==> src/verilog/pcmux_pkg.sv <==
// constants and types for the upper third-port pin multiplexer
`default_nettype none
package pcmux_pkg;

  // bus geometry
  localparam int unsigned ADDR_W = 12;
  localparam int unsigned DATA_W = 32;

  // register byte addresses
  localparam logic [11:0] OFS_PIN_LEVELS = 12'h000;
  localparam logic [11:0] OFS_LATCH      = 12'h004;
  localparam logic [11:0] OFS_DIRECTION  = 12'h008;
  localparam logic [11:0] OFS_MUX_CTRL   = 12'h00c;

  // this block implements port bits 7 down to 4
  localparam int unsigned PINS      = 4;
  localparam int unsigned UPPER_MSB = 7;
  localparam int unsigned UPPER_LSB = 4;
  localparam int unsigned P4        = 0;
  localparam int unsigned P5        = 1;
  localparam int unsigned P6        = 2;
  localparam int unsigned P7        = 3;

  // reset values: pins come up as inputs, routing bit set
  localparam logic [3:0]  RST_LATCH   = 4'h0;
  localparam logic [3:0]  RST_DIR     = 4'hf;
  localparam logic [7:0]  RST_CTRL    = 8'h80;
  localparam logic [31:0] RST_RDATA   = 32'h0000_0000;
  localparam logic        RST_OE_N    = 1'b1;
  localparam logic        RST_PAD_OUT = 1'b0;

  // mux control register fields
  localparam int unsigned CTL_SSP_EN    = 0;
  localparam int unsigned CTL_TWO_WIRE  = 1;
  localparam int unsigned CTL_SMBUS     = 2;
  localparam int unsigned CTL_TCV_EN    = 3;
  localparam int unsigned CTL_TCV_SYNC  = 4;
  localparam int unsigned CTL_TCV_MASTR = 5;
  localparam int unsigned CTL_TCV_TXDIR = 6;
  localparam int unsigned CTL_CC2_ROUTE = 7;

  // input buffer type selected for bit 4
  typedef enum logic [1:0] {
    PCMUX_BUF_ST,
    PCMUX_BUF_I2C,
    PCMUX_BUF_SMBUS
  } pcmux_buf_t;

endpackage
`default_nettype wire

==> src/verilog/pcmux_pin.sv <==
// one port pin: latch or peripheral drive, registered pad controls
`timescale 1ns/100ps
`default_nettype none
module pcmux_pin
  import pcmux_pkg::*;
(
  sys_clk,
  srst,
  dir_bit,
  lat_bit,
  periph_own,
  periph_drive,
  periph_val,
  pad_out_r,
  pad_oe_n_r
);
  input  wire logic sys_clk;
  input  wire logic srst;
  input  wire logic dir_bit;
  input  wire logic lat_bit;
  input  wire logic periph_own;
  input  wire logic periph_drive;
  input  wire logic periph_val;
  output var  logic pad_out_r;
  output var  logic pad_oe_n_r;

  logic pad_out_nxt;
  logic pad_oe_n_nxt;

  always_comb
  begin
    if (periph_own)
    begin
      // peripheral decides direction, stored bit ignored
      pad_oe_n_nxt = ~periph_drive;
      pad_out_nxt  = periph_drive & periph_val;
    end
    else
    begin
      pad_oe_n_nxt = dir_bit;
      pad_out_nxt  = lat_bit;
    end
  end

  always_ff @(posedge sys_clk)
  begin
    if (srst)
    begin
      pad_out_r  <= RST_PAD_OUT;
      pad_oe_n_r <= RST_OE_N;
    end
    else
    begin
      pad_out_r  <= pad_out_nxt;
      pad_oe_n_r <= pad_oe_n_nxt;
    end
  end

endmodule // pcmux_pin
`default_nettype wire

==> src/verilog/pcmux_top.sv <==
// upper third-port pin multiplexer with apb register slave
`timescale 1ns/100ps
`default_nettype none
module pcmux_top
  import pcmux_pkg::*;
(
  input  wire logic              sys_clk,
  input  wire logic              srst,
  input  wire logic [ADDR_W-1:0] paddr,
  input  wire logic              psel,
  input  wire logic              penable,
  input  wire logic              pwrite,
  input  wire logic [DATA_W-1:0] pwdata,
  output var  logic [DATA_W-1:0] prdata_r,
  output var  logic              pready_r,
  output var  logic              pslverr_r,
  input  wire logic [PINS-1:0]   pad_in,
  output var  logic [PINS-1:0]   pad_out_r,
  output var  logic [PINS-1:0]   pad_oe_n_r,
  output var  pcmux_buf_t        bit4_buf_sel_r,
  input  wire logic              sync_serial_two_wire_drive_low,
  input  wire logic              sync_serial_data_out,
  output var  logic              sync_serial_data_in_r,
  output var  logic              sync_serial_two_wire_in_r,
  input  wire logic              async_tx_data,
  output var  logic              async_rx_data_r,
  input  wire logic              transceiver_sync_clock_out,
  output var  logic              transceiver_sync_clock_in_r,
  input  wire logic              transceiver_sync_data_out,
  output var  logic              transceiver_sync_data_in_r,
  input  wire logic              second_capture_compare_out,
  input  wire logic              second_capture_compare_drive,
  input  wire logic              default_pin_in,
  input  wire logic              second_port_bit3_in,
  output var  logic              default_pin_out_r,
  output var  logic              default_pin_oe_n_r,
  output var  logic              second_port_bit3_out_r,
  output var  logic              second_port_bit3_oe_n_r,
  output var  logic              second_capture_compare_in_r
);

  //////////////////////////////////////////////////////////////////////////
  // registers and apb decode

  logic [PINS-1:0] latch_r;
  logic [PINS-1:0] dir_r;
  logic [7:0]      ctrl_r;
  logic [PINS-1:0] pin_level_r;

  logic              setup;
  logic              wr_acc;
  logic              addr_hit;
  logic [DATA_W-1:0] rdata_nxt;

  assign setup  = psel & ~penable;
  assign wr_acc = psel & penable & pready_r & pwrite & ~pslverr_r;

  always_comb
  begin
    addr_hit  = 1'b1;
    rdata_nxt = RST_RDATA;
    case (paddr)
      OFS_PIN_LEVELS: rdata_nxt[UPPER_MSB:UPPER_LSB] = pin_level_r;
      OFS_LATCH:      rdata_nxt[UPPER_MSB:UPPER_LSB] = latch_r;
      OFS_DIRECTION:  rdata_nxt[UPPER_MSB:UPPER_LSB] = dir_r;
      OFS_MUX_CTRL:   rdata_nxt[7:0] = ctrl_r;
      default:        addr_hit = 1'b0;
    endcase
  end

  // zero-wait answer: ready rises in the first access cycle
  always_ff @(posedge sys_clk)
  begin
    if (srst)
      pready_r <= 1'b0;
    else
      pready_r <= setup;
  end

  always_ff @(posedge sys_clk)
  begin
    if (srst)
      pslverr_r <= 1'b0;
    else
      pslverr_r <= setup & ~addr_hit;
  end

  always_ff @(posedge sys_clk)
  begin
    if (srst)
      prdata_r <= RST_RDATA;
    else if (setup & ~pwrite)
      prdata_r <= rdata_nxt;
    else if (setup)
      prdata_r <= RST_RDATA;
  end

  // both pin-level and latch addresses write the latch
  always_ff @(posedge sys_clk)
  begin
    if (srst)
      latch_r <= RST_LATCH;
    else if (wr_acc && (paddr == OFS_LATCH || paddr == OFS_PIN_LEVELS))
      latch_r <= pwdata[UPPER_MSB:UPPER_LSB];
  end

  always_ff @(posedge sys_clk)
  begin
    if (srst)
      dir_r <= RST_DIR;
    else if (wr_acc && paddr == OFS_DIRECTION)
      dir_r <= pwdata[UPPER_MSB:UPPER_LSB];
  end

  always_ff @(posedge sys_clk)
  begin
    if (srst)
      ctrl_r <= RST_CTRL;
    else if (wr_acc && paddr == OFS_MUX_CTRL)
      ctrl_r <= pwdata[7:0];
  end

  always_ff @(posedge sys_clk)
  begin
    if (srst)
      pin_level_r <= RST_LATCH;
    else
      pin_level_r <= pad_in;
  end

  //////////////////////////////////////////////////////////////////////////
  // mode decode and per-pin ownership

  logic ssp_on;
  logic two_wire;
  logic clk_serial;
  logic tcv_async;
  logic tcv_sync;
  logic sync_master;
  logic sync_slave;
  logic sync_tx;
  logic two_wire_own;
  logic [PINS-1:0] own;
  logic [PINS-1:0] drive;
  logic [PINS-1:0] val;

  assign ssp_on      = ctrl_r[CTL_SSP_EN];
  assign two_wire    = ssp_on & ctrl_r[CTL_TWO_WIRE];
  assign clk_serial  = ssp_on & ~ctrl_r[CTL_TWO_WIRE];
  assign tcv_async   = ctrl_r[CTL_TCV_EN] & ~ctrl_r[CTL_TCV_SYNC];
  assign tcv_sync    = ctrl_r[CTL_TCV_EN] & ctrl_r[CTL_TCV_SYNC];
  assign sync_master = tcv_sync & ctrl_r[CTL_TCV_MASTR];
  assign sync_slave  = tcv_sync & ~ctrl_r[CTL_TCV_MASTR];
  assign sync_tx     = tcv_sync & ctrl_r[CTL_TCV_TXDIR];
  assign two_wire_own = two_wire & dir_r[P4];

  always_comb
  begin
    // bit 4: open-drain data line or clocked serial input
    own[P4]   = (two_wire | clk_serial) & dir_r[P4];
    drive[P4] = two_wire_own & sync_serial_two_wire_drive_low;
    val[P4]   = 1'b0;
    // bit 5: clocked serial data out when direction is output
    own[P5]   = clk_serial & ~dir_r[P5];
    drive[P5] = clk_serial & ~dir_r[P5];
    val[P5]   = sync_serial_data_out;
    // bit 6: transmit data, generated clock or incoming clock
    own[P6]   = tcv_async | tcv_sync;
    drive[P6] = tcv_async | sync_master;
    val[P6]   = tcv_async ? async_tx_data : transceiver_sync_clock_out;
    // bit 7: receive input or sync data in either direction
    own[P7]   = tcv_async | tcv_sync;
    drive[P7] = sync_tx;
    val[P7]   = transceiver_sync_data_out;
  end

  genvar gi;
  generate
    for (gi = 0; gi < PINS; gi = gi + 1)
    begin : g_pin
      pcmux_pin u_pin (
        .sys_clk      (sys_clk),
        .srst         (srst),
        .dir_bit      (dir_r[gi]),
        .lat_bit      (latch_r[gi]),
        .periph_own   (own[gi]),
        .periph_drive (drive[gi]),
        .periph_val   (val[gi]),
        .pad_out_r    (pad_out_r[gi]),
        .pad_oe_n_r   (pad_oe_n_r[gi])
      );
    end
  endgenerate

  //////////////////////////////////////////////////////////////////////////
  // input buffers and peripheral inputs

  always_ff @(posedge sys_clk)
  begin
    if (srst)
      bit4_buf_sel_r <= PCMUX_BUF_ST;
    else if (two_wire_own)
      bit4_buf_sel_r <= ctrl_r[CTL_SMBUS] ? PCMUX_BUF_SMBUS
                                          : PCMUX_BUF_I2C;
    else
      bit4_buf_sel_r <= PCMUX_BUF_ST;
  end

  always_ff @(posedge sys_clk)
  begin
    if (srst)
    begin
      sync_serial_data_in_r     <= 1'b0;
      sync_serial_two_wire_in_r <= 1'b1;
    end
    else
    begin
      sync_serial_data_in_r <= clk_serial & dir_r[P4] & pad_in[P4];
      sync_serial_two_wire_in_r <= ~two_wire_own | pad_in[P4];
    end
  end

  // transceiver inputs idle high when not routed
  always_ff @(posedge sys_clk)
  begin
    if (srst)
    begin
      async_rx_data_r             <= 1'b1;
      transceiver_sync_clock_in_r <= 1'b1;
      transceiver_sync_data_in_r  <= 1'b1;
    end
    else
    begin
      async_rx_data_r             <= ~tcv_async | pad_in[P7];
      transceiver_sync_clock_in_r <= ~sync_slave | pad_in[P6];
      transceiver_sync_data_in_r  <= ~tcv_sync | pad_in[P7];
    end
  end

  //////////////////////////////////////////////////////////////////////////
  // second capture/compare pin routing

  logic cc2_route;
  assign cc2_route = ctrl_r[CTL_CC2_ROUTE];

  always_ff @(posedge sys_clk)
  begin
    if (srst)
    begin
      default_pin_out_r           <= RST_PAD_OUT;
      default_pin_oe_n_r          <= RST_OE_N;
      second_port_bit3_out_r      <= RST_PAD_OUT;
      second_port_bit3_oe_n_r     <= RST_OE_N;
      second_capture_compare_in_r <= 1'b0;
    end
    else
    begin
      default_pin_out_r <= cc2_route & second_capture_compare_out;
      default_pin_oe_n_r <= ~(cc2_route & second_capture_compare_drive);
      second_port_bit3_out_r <= ~cc2_route & second_capture_compare_out;
      second_port_bit3_oe_n_r <=
        ~(~cc2_route & second_capture_compare_drive);
      second_capture_compare_in_r <=
        cc2_route ? default_pin_in : second_port_bit3_in;
    end
  end
endmodule // pcmux_top
`default_nettype wire
==> config.mk <==
export PLATFORM = sky130hd
export DESIGN_NAME = pcmux_top
export DESIGN_NICKNAME = d
export VERILOG_FILES = /design/src/verilog/pcmux_pkg.sv /design/src/verilog/pcmux_pin.sv /design/src/verilog/pcmux_top.sv
export SDC_FILE = /design/constraint.sdc
export NUM_CORES = 1
export LEC_CHECK = 0
export ABC_CLOCK_PERIOD_IN_PS = 1500
export BUFFER_PORTS_ARGS = -buffer_cell sky130_fd_sc_hd__buf_2
export CORE_MARGIN = 3
export CORE_UTILIZATION = 44
export DETAILED_ROUTE_END_ITERATION = 6
export HOLD_SLACK_MARGIN = 0.12
export PLACE_DENSITY = 0.76
export SKIP_CTS_REPAIR_TIMING = 1
export SLEW_MARGIN = 0
export SYNTH_ARGS = -nofsm -noshare
export SYNTH_HDL_FRONTEND = slang
export SYNTH_HIERARCHICAL = 1
export SYNTH_SLANG_ARGS = --single-unit
export TNS_END_PERCENT = 1
==> constraint.sdc <==
create_clock -name sys_clk -period 1.5 [get_ports sys_clk]
set_input_delay 0.225 -clock sys_clk [delete_from_list [all_inputs] [get_ports sys_clk]]
set_output_delay 0.225 -clock sys_clk [all_outputs]
set_load 0.1 [all_outputs]
==> impl_metrics.yaml <==
drt:
  drtPass1Iterations: 4
  drt_iter0_markers: 96
  drtAntennaViolNets: 0
  drc_errors: 0
  avgViaCountPerCell: 4.78
  vias: 1777
  wl_per_cell_microns: 12.9
  totalWireLength_microns: 4800
sta:
  fmax_ghz: 0.713
  timing.final.crit_share_pct: 93.5
  fin_tns_setup_ns: 0
  drv_slew: 0
  skew_ns: 0.00493
  setup_ws_ns: 0.0978
  rsz0062_at_grt: "false"
  setup_violations: 0
  finalHoldViolCount: 0
  final.min_clock_period_ns: 1.40
setup_path:
  r2r_cells: 5
  cp_slowest_stage_delay_ns: 0.34
  r2r_end: "dir_r[2]$_SDFFE_PP1P_"
  path_class: "reg2reg"
  r2r_setup_slack_ns: 0.1
  cp-startpoint: "pslverr_r$_SDFF_PP0_"
  worstPathCellList: "nor4b_4, nand4_2, nor3b_4, buf_4, mux2i_1"
  required_ns: 1.74
  worstSetupStartpointType: "flop"
  crit_buf_inv: 1
  cp_max_fo: 2
  crit_family: "simple AND/OR/NAND/NOR gates"
  slowest_stage: "dfxtp_2"
  crit_cells: 5
  regToRegStartpoint: "pslverr_r$_SDFF_PP0_"
  cp_data_arrival_time_ns: 1.64
  worst_setup_path_end_kind: "flop"
  cp-endpoint: "dir_r[2]$_SDFFE_PP1P_"
clock_network:
  cts_tree: "done"
  clockBufferDepth: 2
  clk_latency_ns: 0.31
  clock-sinks: 50
  htree_levels: 2
  path_clk_slew_ns: 0.09
  cts_root_buffer: "clkbuf_8"
  cts_buffers: 5
placement:
  dp_hpwl_microns: 3670
  placed_cell_area_sq_mm: 0.00257
  dp_worst_setup_slack_ns: -0.0143
  post-place-cells: 361
  portBuffers: 67
  place.gp.congestion: 0.852
flow_run:
  max-cap-violations: 0
cells_and_area:
  area_growth_pct: 25.9
  stdcell_count: 372
  drive_gt1_share_pct: 33.3
  nets: 367
  fin_area_sq_mm: 0.00271
synth:
  synth_cell_types: 34
  postSynthCellCount: 225
  synth-adder-area-share_pct: 0
  synth_edf_count: 0
  ys_warn_count: 6
  yosys_most_used_dff: "dfxtp_1"
  synth.area.mux_share_pct: 7.50
  syn-cell-area_sq_mm: 0.00215
  synthSimpleGateAreaFrac_pct: 24.7
  ys_async_sr_fraction_pct: 0
  ys_seq_area_share_pct: 46.5
  synth_compound_area_share_pct: 10.0
  syn_area_per_cell_sq_um: 9.56
  synthXorXnorAreaFrac_pct: 0
  ys_seq_elements: 50
  synth_top_family_by_area: "simple AND/OR/NAND/NOR gates"
global_routing:
  grt_antenna_before_repair: 0
  grt_overflow: 0
  grt_pass1_vias: 1688
  globalRouteTotalUtil_pct: 16.7
  grt_pass1_wl_microns: 7770
  grt_max_degree: 17
floorplan:
  start_util_pct: 47.4
  core_area_sq_mm: 0.00453
  ios: 116
  die_height_microns: 75.9
  dieArea_sq_mm: 0.00576
  die_w_microns: 75.9
  rows: 24
status:
  status: "complete, no violations"
hold_path:
  hp-class: "in2reg"
power:
  vdd_ir_drop_max_v: 0.000558
  power_density_mw_per_mm2: 1020
  leakagePower_nw: 1.16
kinds of logic (layout without fill, tap and decap cells):
group / after synthesis / after routing
and+or+nand+nor: 86 / 86
buffers and inverters: 39 / 96
DFF: 50 / 50
other: 1 / 26
muxes: 11 / 11
AOI/OAI and AO/OA: 38 / 38
area by class of cell:
cell class | instances | area (sq um)
Sequential cell | 50 | 1010
Inverter | 4 | 15.0
Clock buffer | 5 | 68.8
Fill cell | 422 | 1830
Antenna cell | 1 | 2.50
Timing Repair Buffer | 84 | 480
Tap cell | 65 | 81.3
Multi-Input combinational cell | 160 | 1010
Clock inverter | 3 | 45.0
metal layers:
metal | track usage, % | routed length, microns | part of all wire (%) | vias to the layer above
li1 | - | - | - | 887
met1 | 17.8 | 1920 | 40 | 818
met2 | 31.0 | 2430 | 51 | 66
met3 | 5.09 | 372 | 7.8 | 6
met4 | 5.98 | 74 | 1.5 | 0
met5 | 0 | 0 | 0 | -
cell usage after synthesis (4+ instances only):
| cell | n | area share [%] |
|---|---|---|
| dfxtp_1 | 50 | 47 |
| buf_4 | 24 | 8.4 |
| a21oi_1 | 15 | 3.5 |
| nor2_1 | 15 | 2.6 |
| o21ai_0 | 15 | 3.5 |
| nand2_1 | 12 | 2.1 |
| nand3_1 | 11 | 2.6 |
| clkbuf_1 | 9 | 1.6 |
| nand2b_1 | 7 | 2.0 |
| mux2i_1 | 6 | 2.8 |
| nor2b_1 | 6 | 1.7 |
| nand3b_1 | 5 | 1.7 |
| a21o_1 | 4 | 1.4 |
| a22o_1 | 4 | 1.6 |
| and2_1 | 4 | 1.2 |
| and3_1 | 4 | 1.2 |
| inv_1 | 4 | 0.70 |
| mux4_2 | 4 | 4.2 |
| or2_1 | 4 | 1.2 |
how the worst min path moves through the flow:
stage,from,endpoint,slack [ns],cells after the start
after detailed placement,second_capture_compare_drive,second_port_bit3_oe_n_r$_SDFF_PP1_,0.41,2
after global placement,second_capture_compare_drive,second_port_bit3_oe_n_r$_SDFF_PP1_,0.40,2
after CTS,second_capture_compare_drive,second_port_bit3_oe_n_r$_SDFF_PP1_,0.07,2
after global routing,pad_in[2],transceiver_sync_clock_in_r$_SDFF_PP1_,0.13,2
final,pad_in[3],transceiver_sync_data_in_r$_SDFF_PP1_,0.12,3
after floorplan,second_capture_compare_drive,second_port_bit3_oe_n_r$_SDFF_PP1_,0.29,1
worst min-delay path, stage by stage:
cell	delay, ns
buf_2	0.09
nor2_1	0.04
nand2_1	0.05
registers in the layout, summed over array words and instances (netlist names), 2 cells and up:
signal                  flops
g_pin.u_pin/pad_out_r       4
bit4_buf_sel_r              2
prdata_r                    8
ctrl_r                      8
latch_r                     4
g_pin.u_pin/pad_oe_n_r      4
pin_level_r                 4
dir_r                       4
cells in the final DEF, fill, tap and decap left out, types with 2 or more instances in the layout:
cell / count
clkinvlp_4: 2
a22o_1: 4
or3_1: 3
mux4_2: 4
inv_1: 4
buf_2: 67
dlygate4sd3_1: 2
mux2i_1: 6
and3_1: 4
clkbuf_8: 5
nor2_1: 15
dfxtp_1: 48
conb_1: 25
nand2_1: 12
nand3b_1: 5
nor4_4: 2
a21o_1: 4
and2_1: 4
nand3_1: 11
o21ai_0: 15
nand2b_1: 7
nor3b_1: 2
and3b_1: 2
a21oi_1: 15
or2_1: 4
nor2b_1: 6
nor3_1: 2
buf_4: 14
power breakdown:
part	total, mW	switching (mW)	internal (mW)
clock	0.957	0.461	0.496
sequential	1.34	0.00412	1.34
combinational	0.478	0.393	0.0846
total	2.78	0.858	1.92
metrics by stage:
stage	util (%)	hold WS [ns]	total power [mW]
detailed placement	56.7	0.407	1.84
CTS	59.2	0.0690	2.79
global route	59.7	0.131	2.87
floorplan	-	0.287	1.80
finish	59.7	0.123	2.78
global placement	56.7	0.405	1.84
No activity file was read; power rests on OpenSTA's default activity.
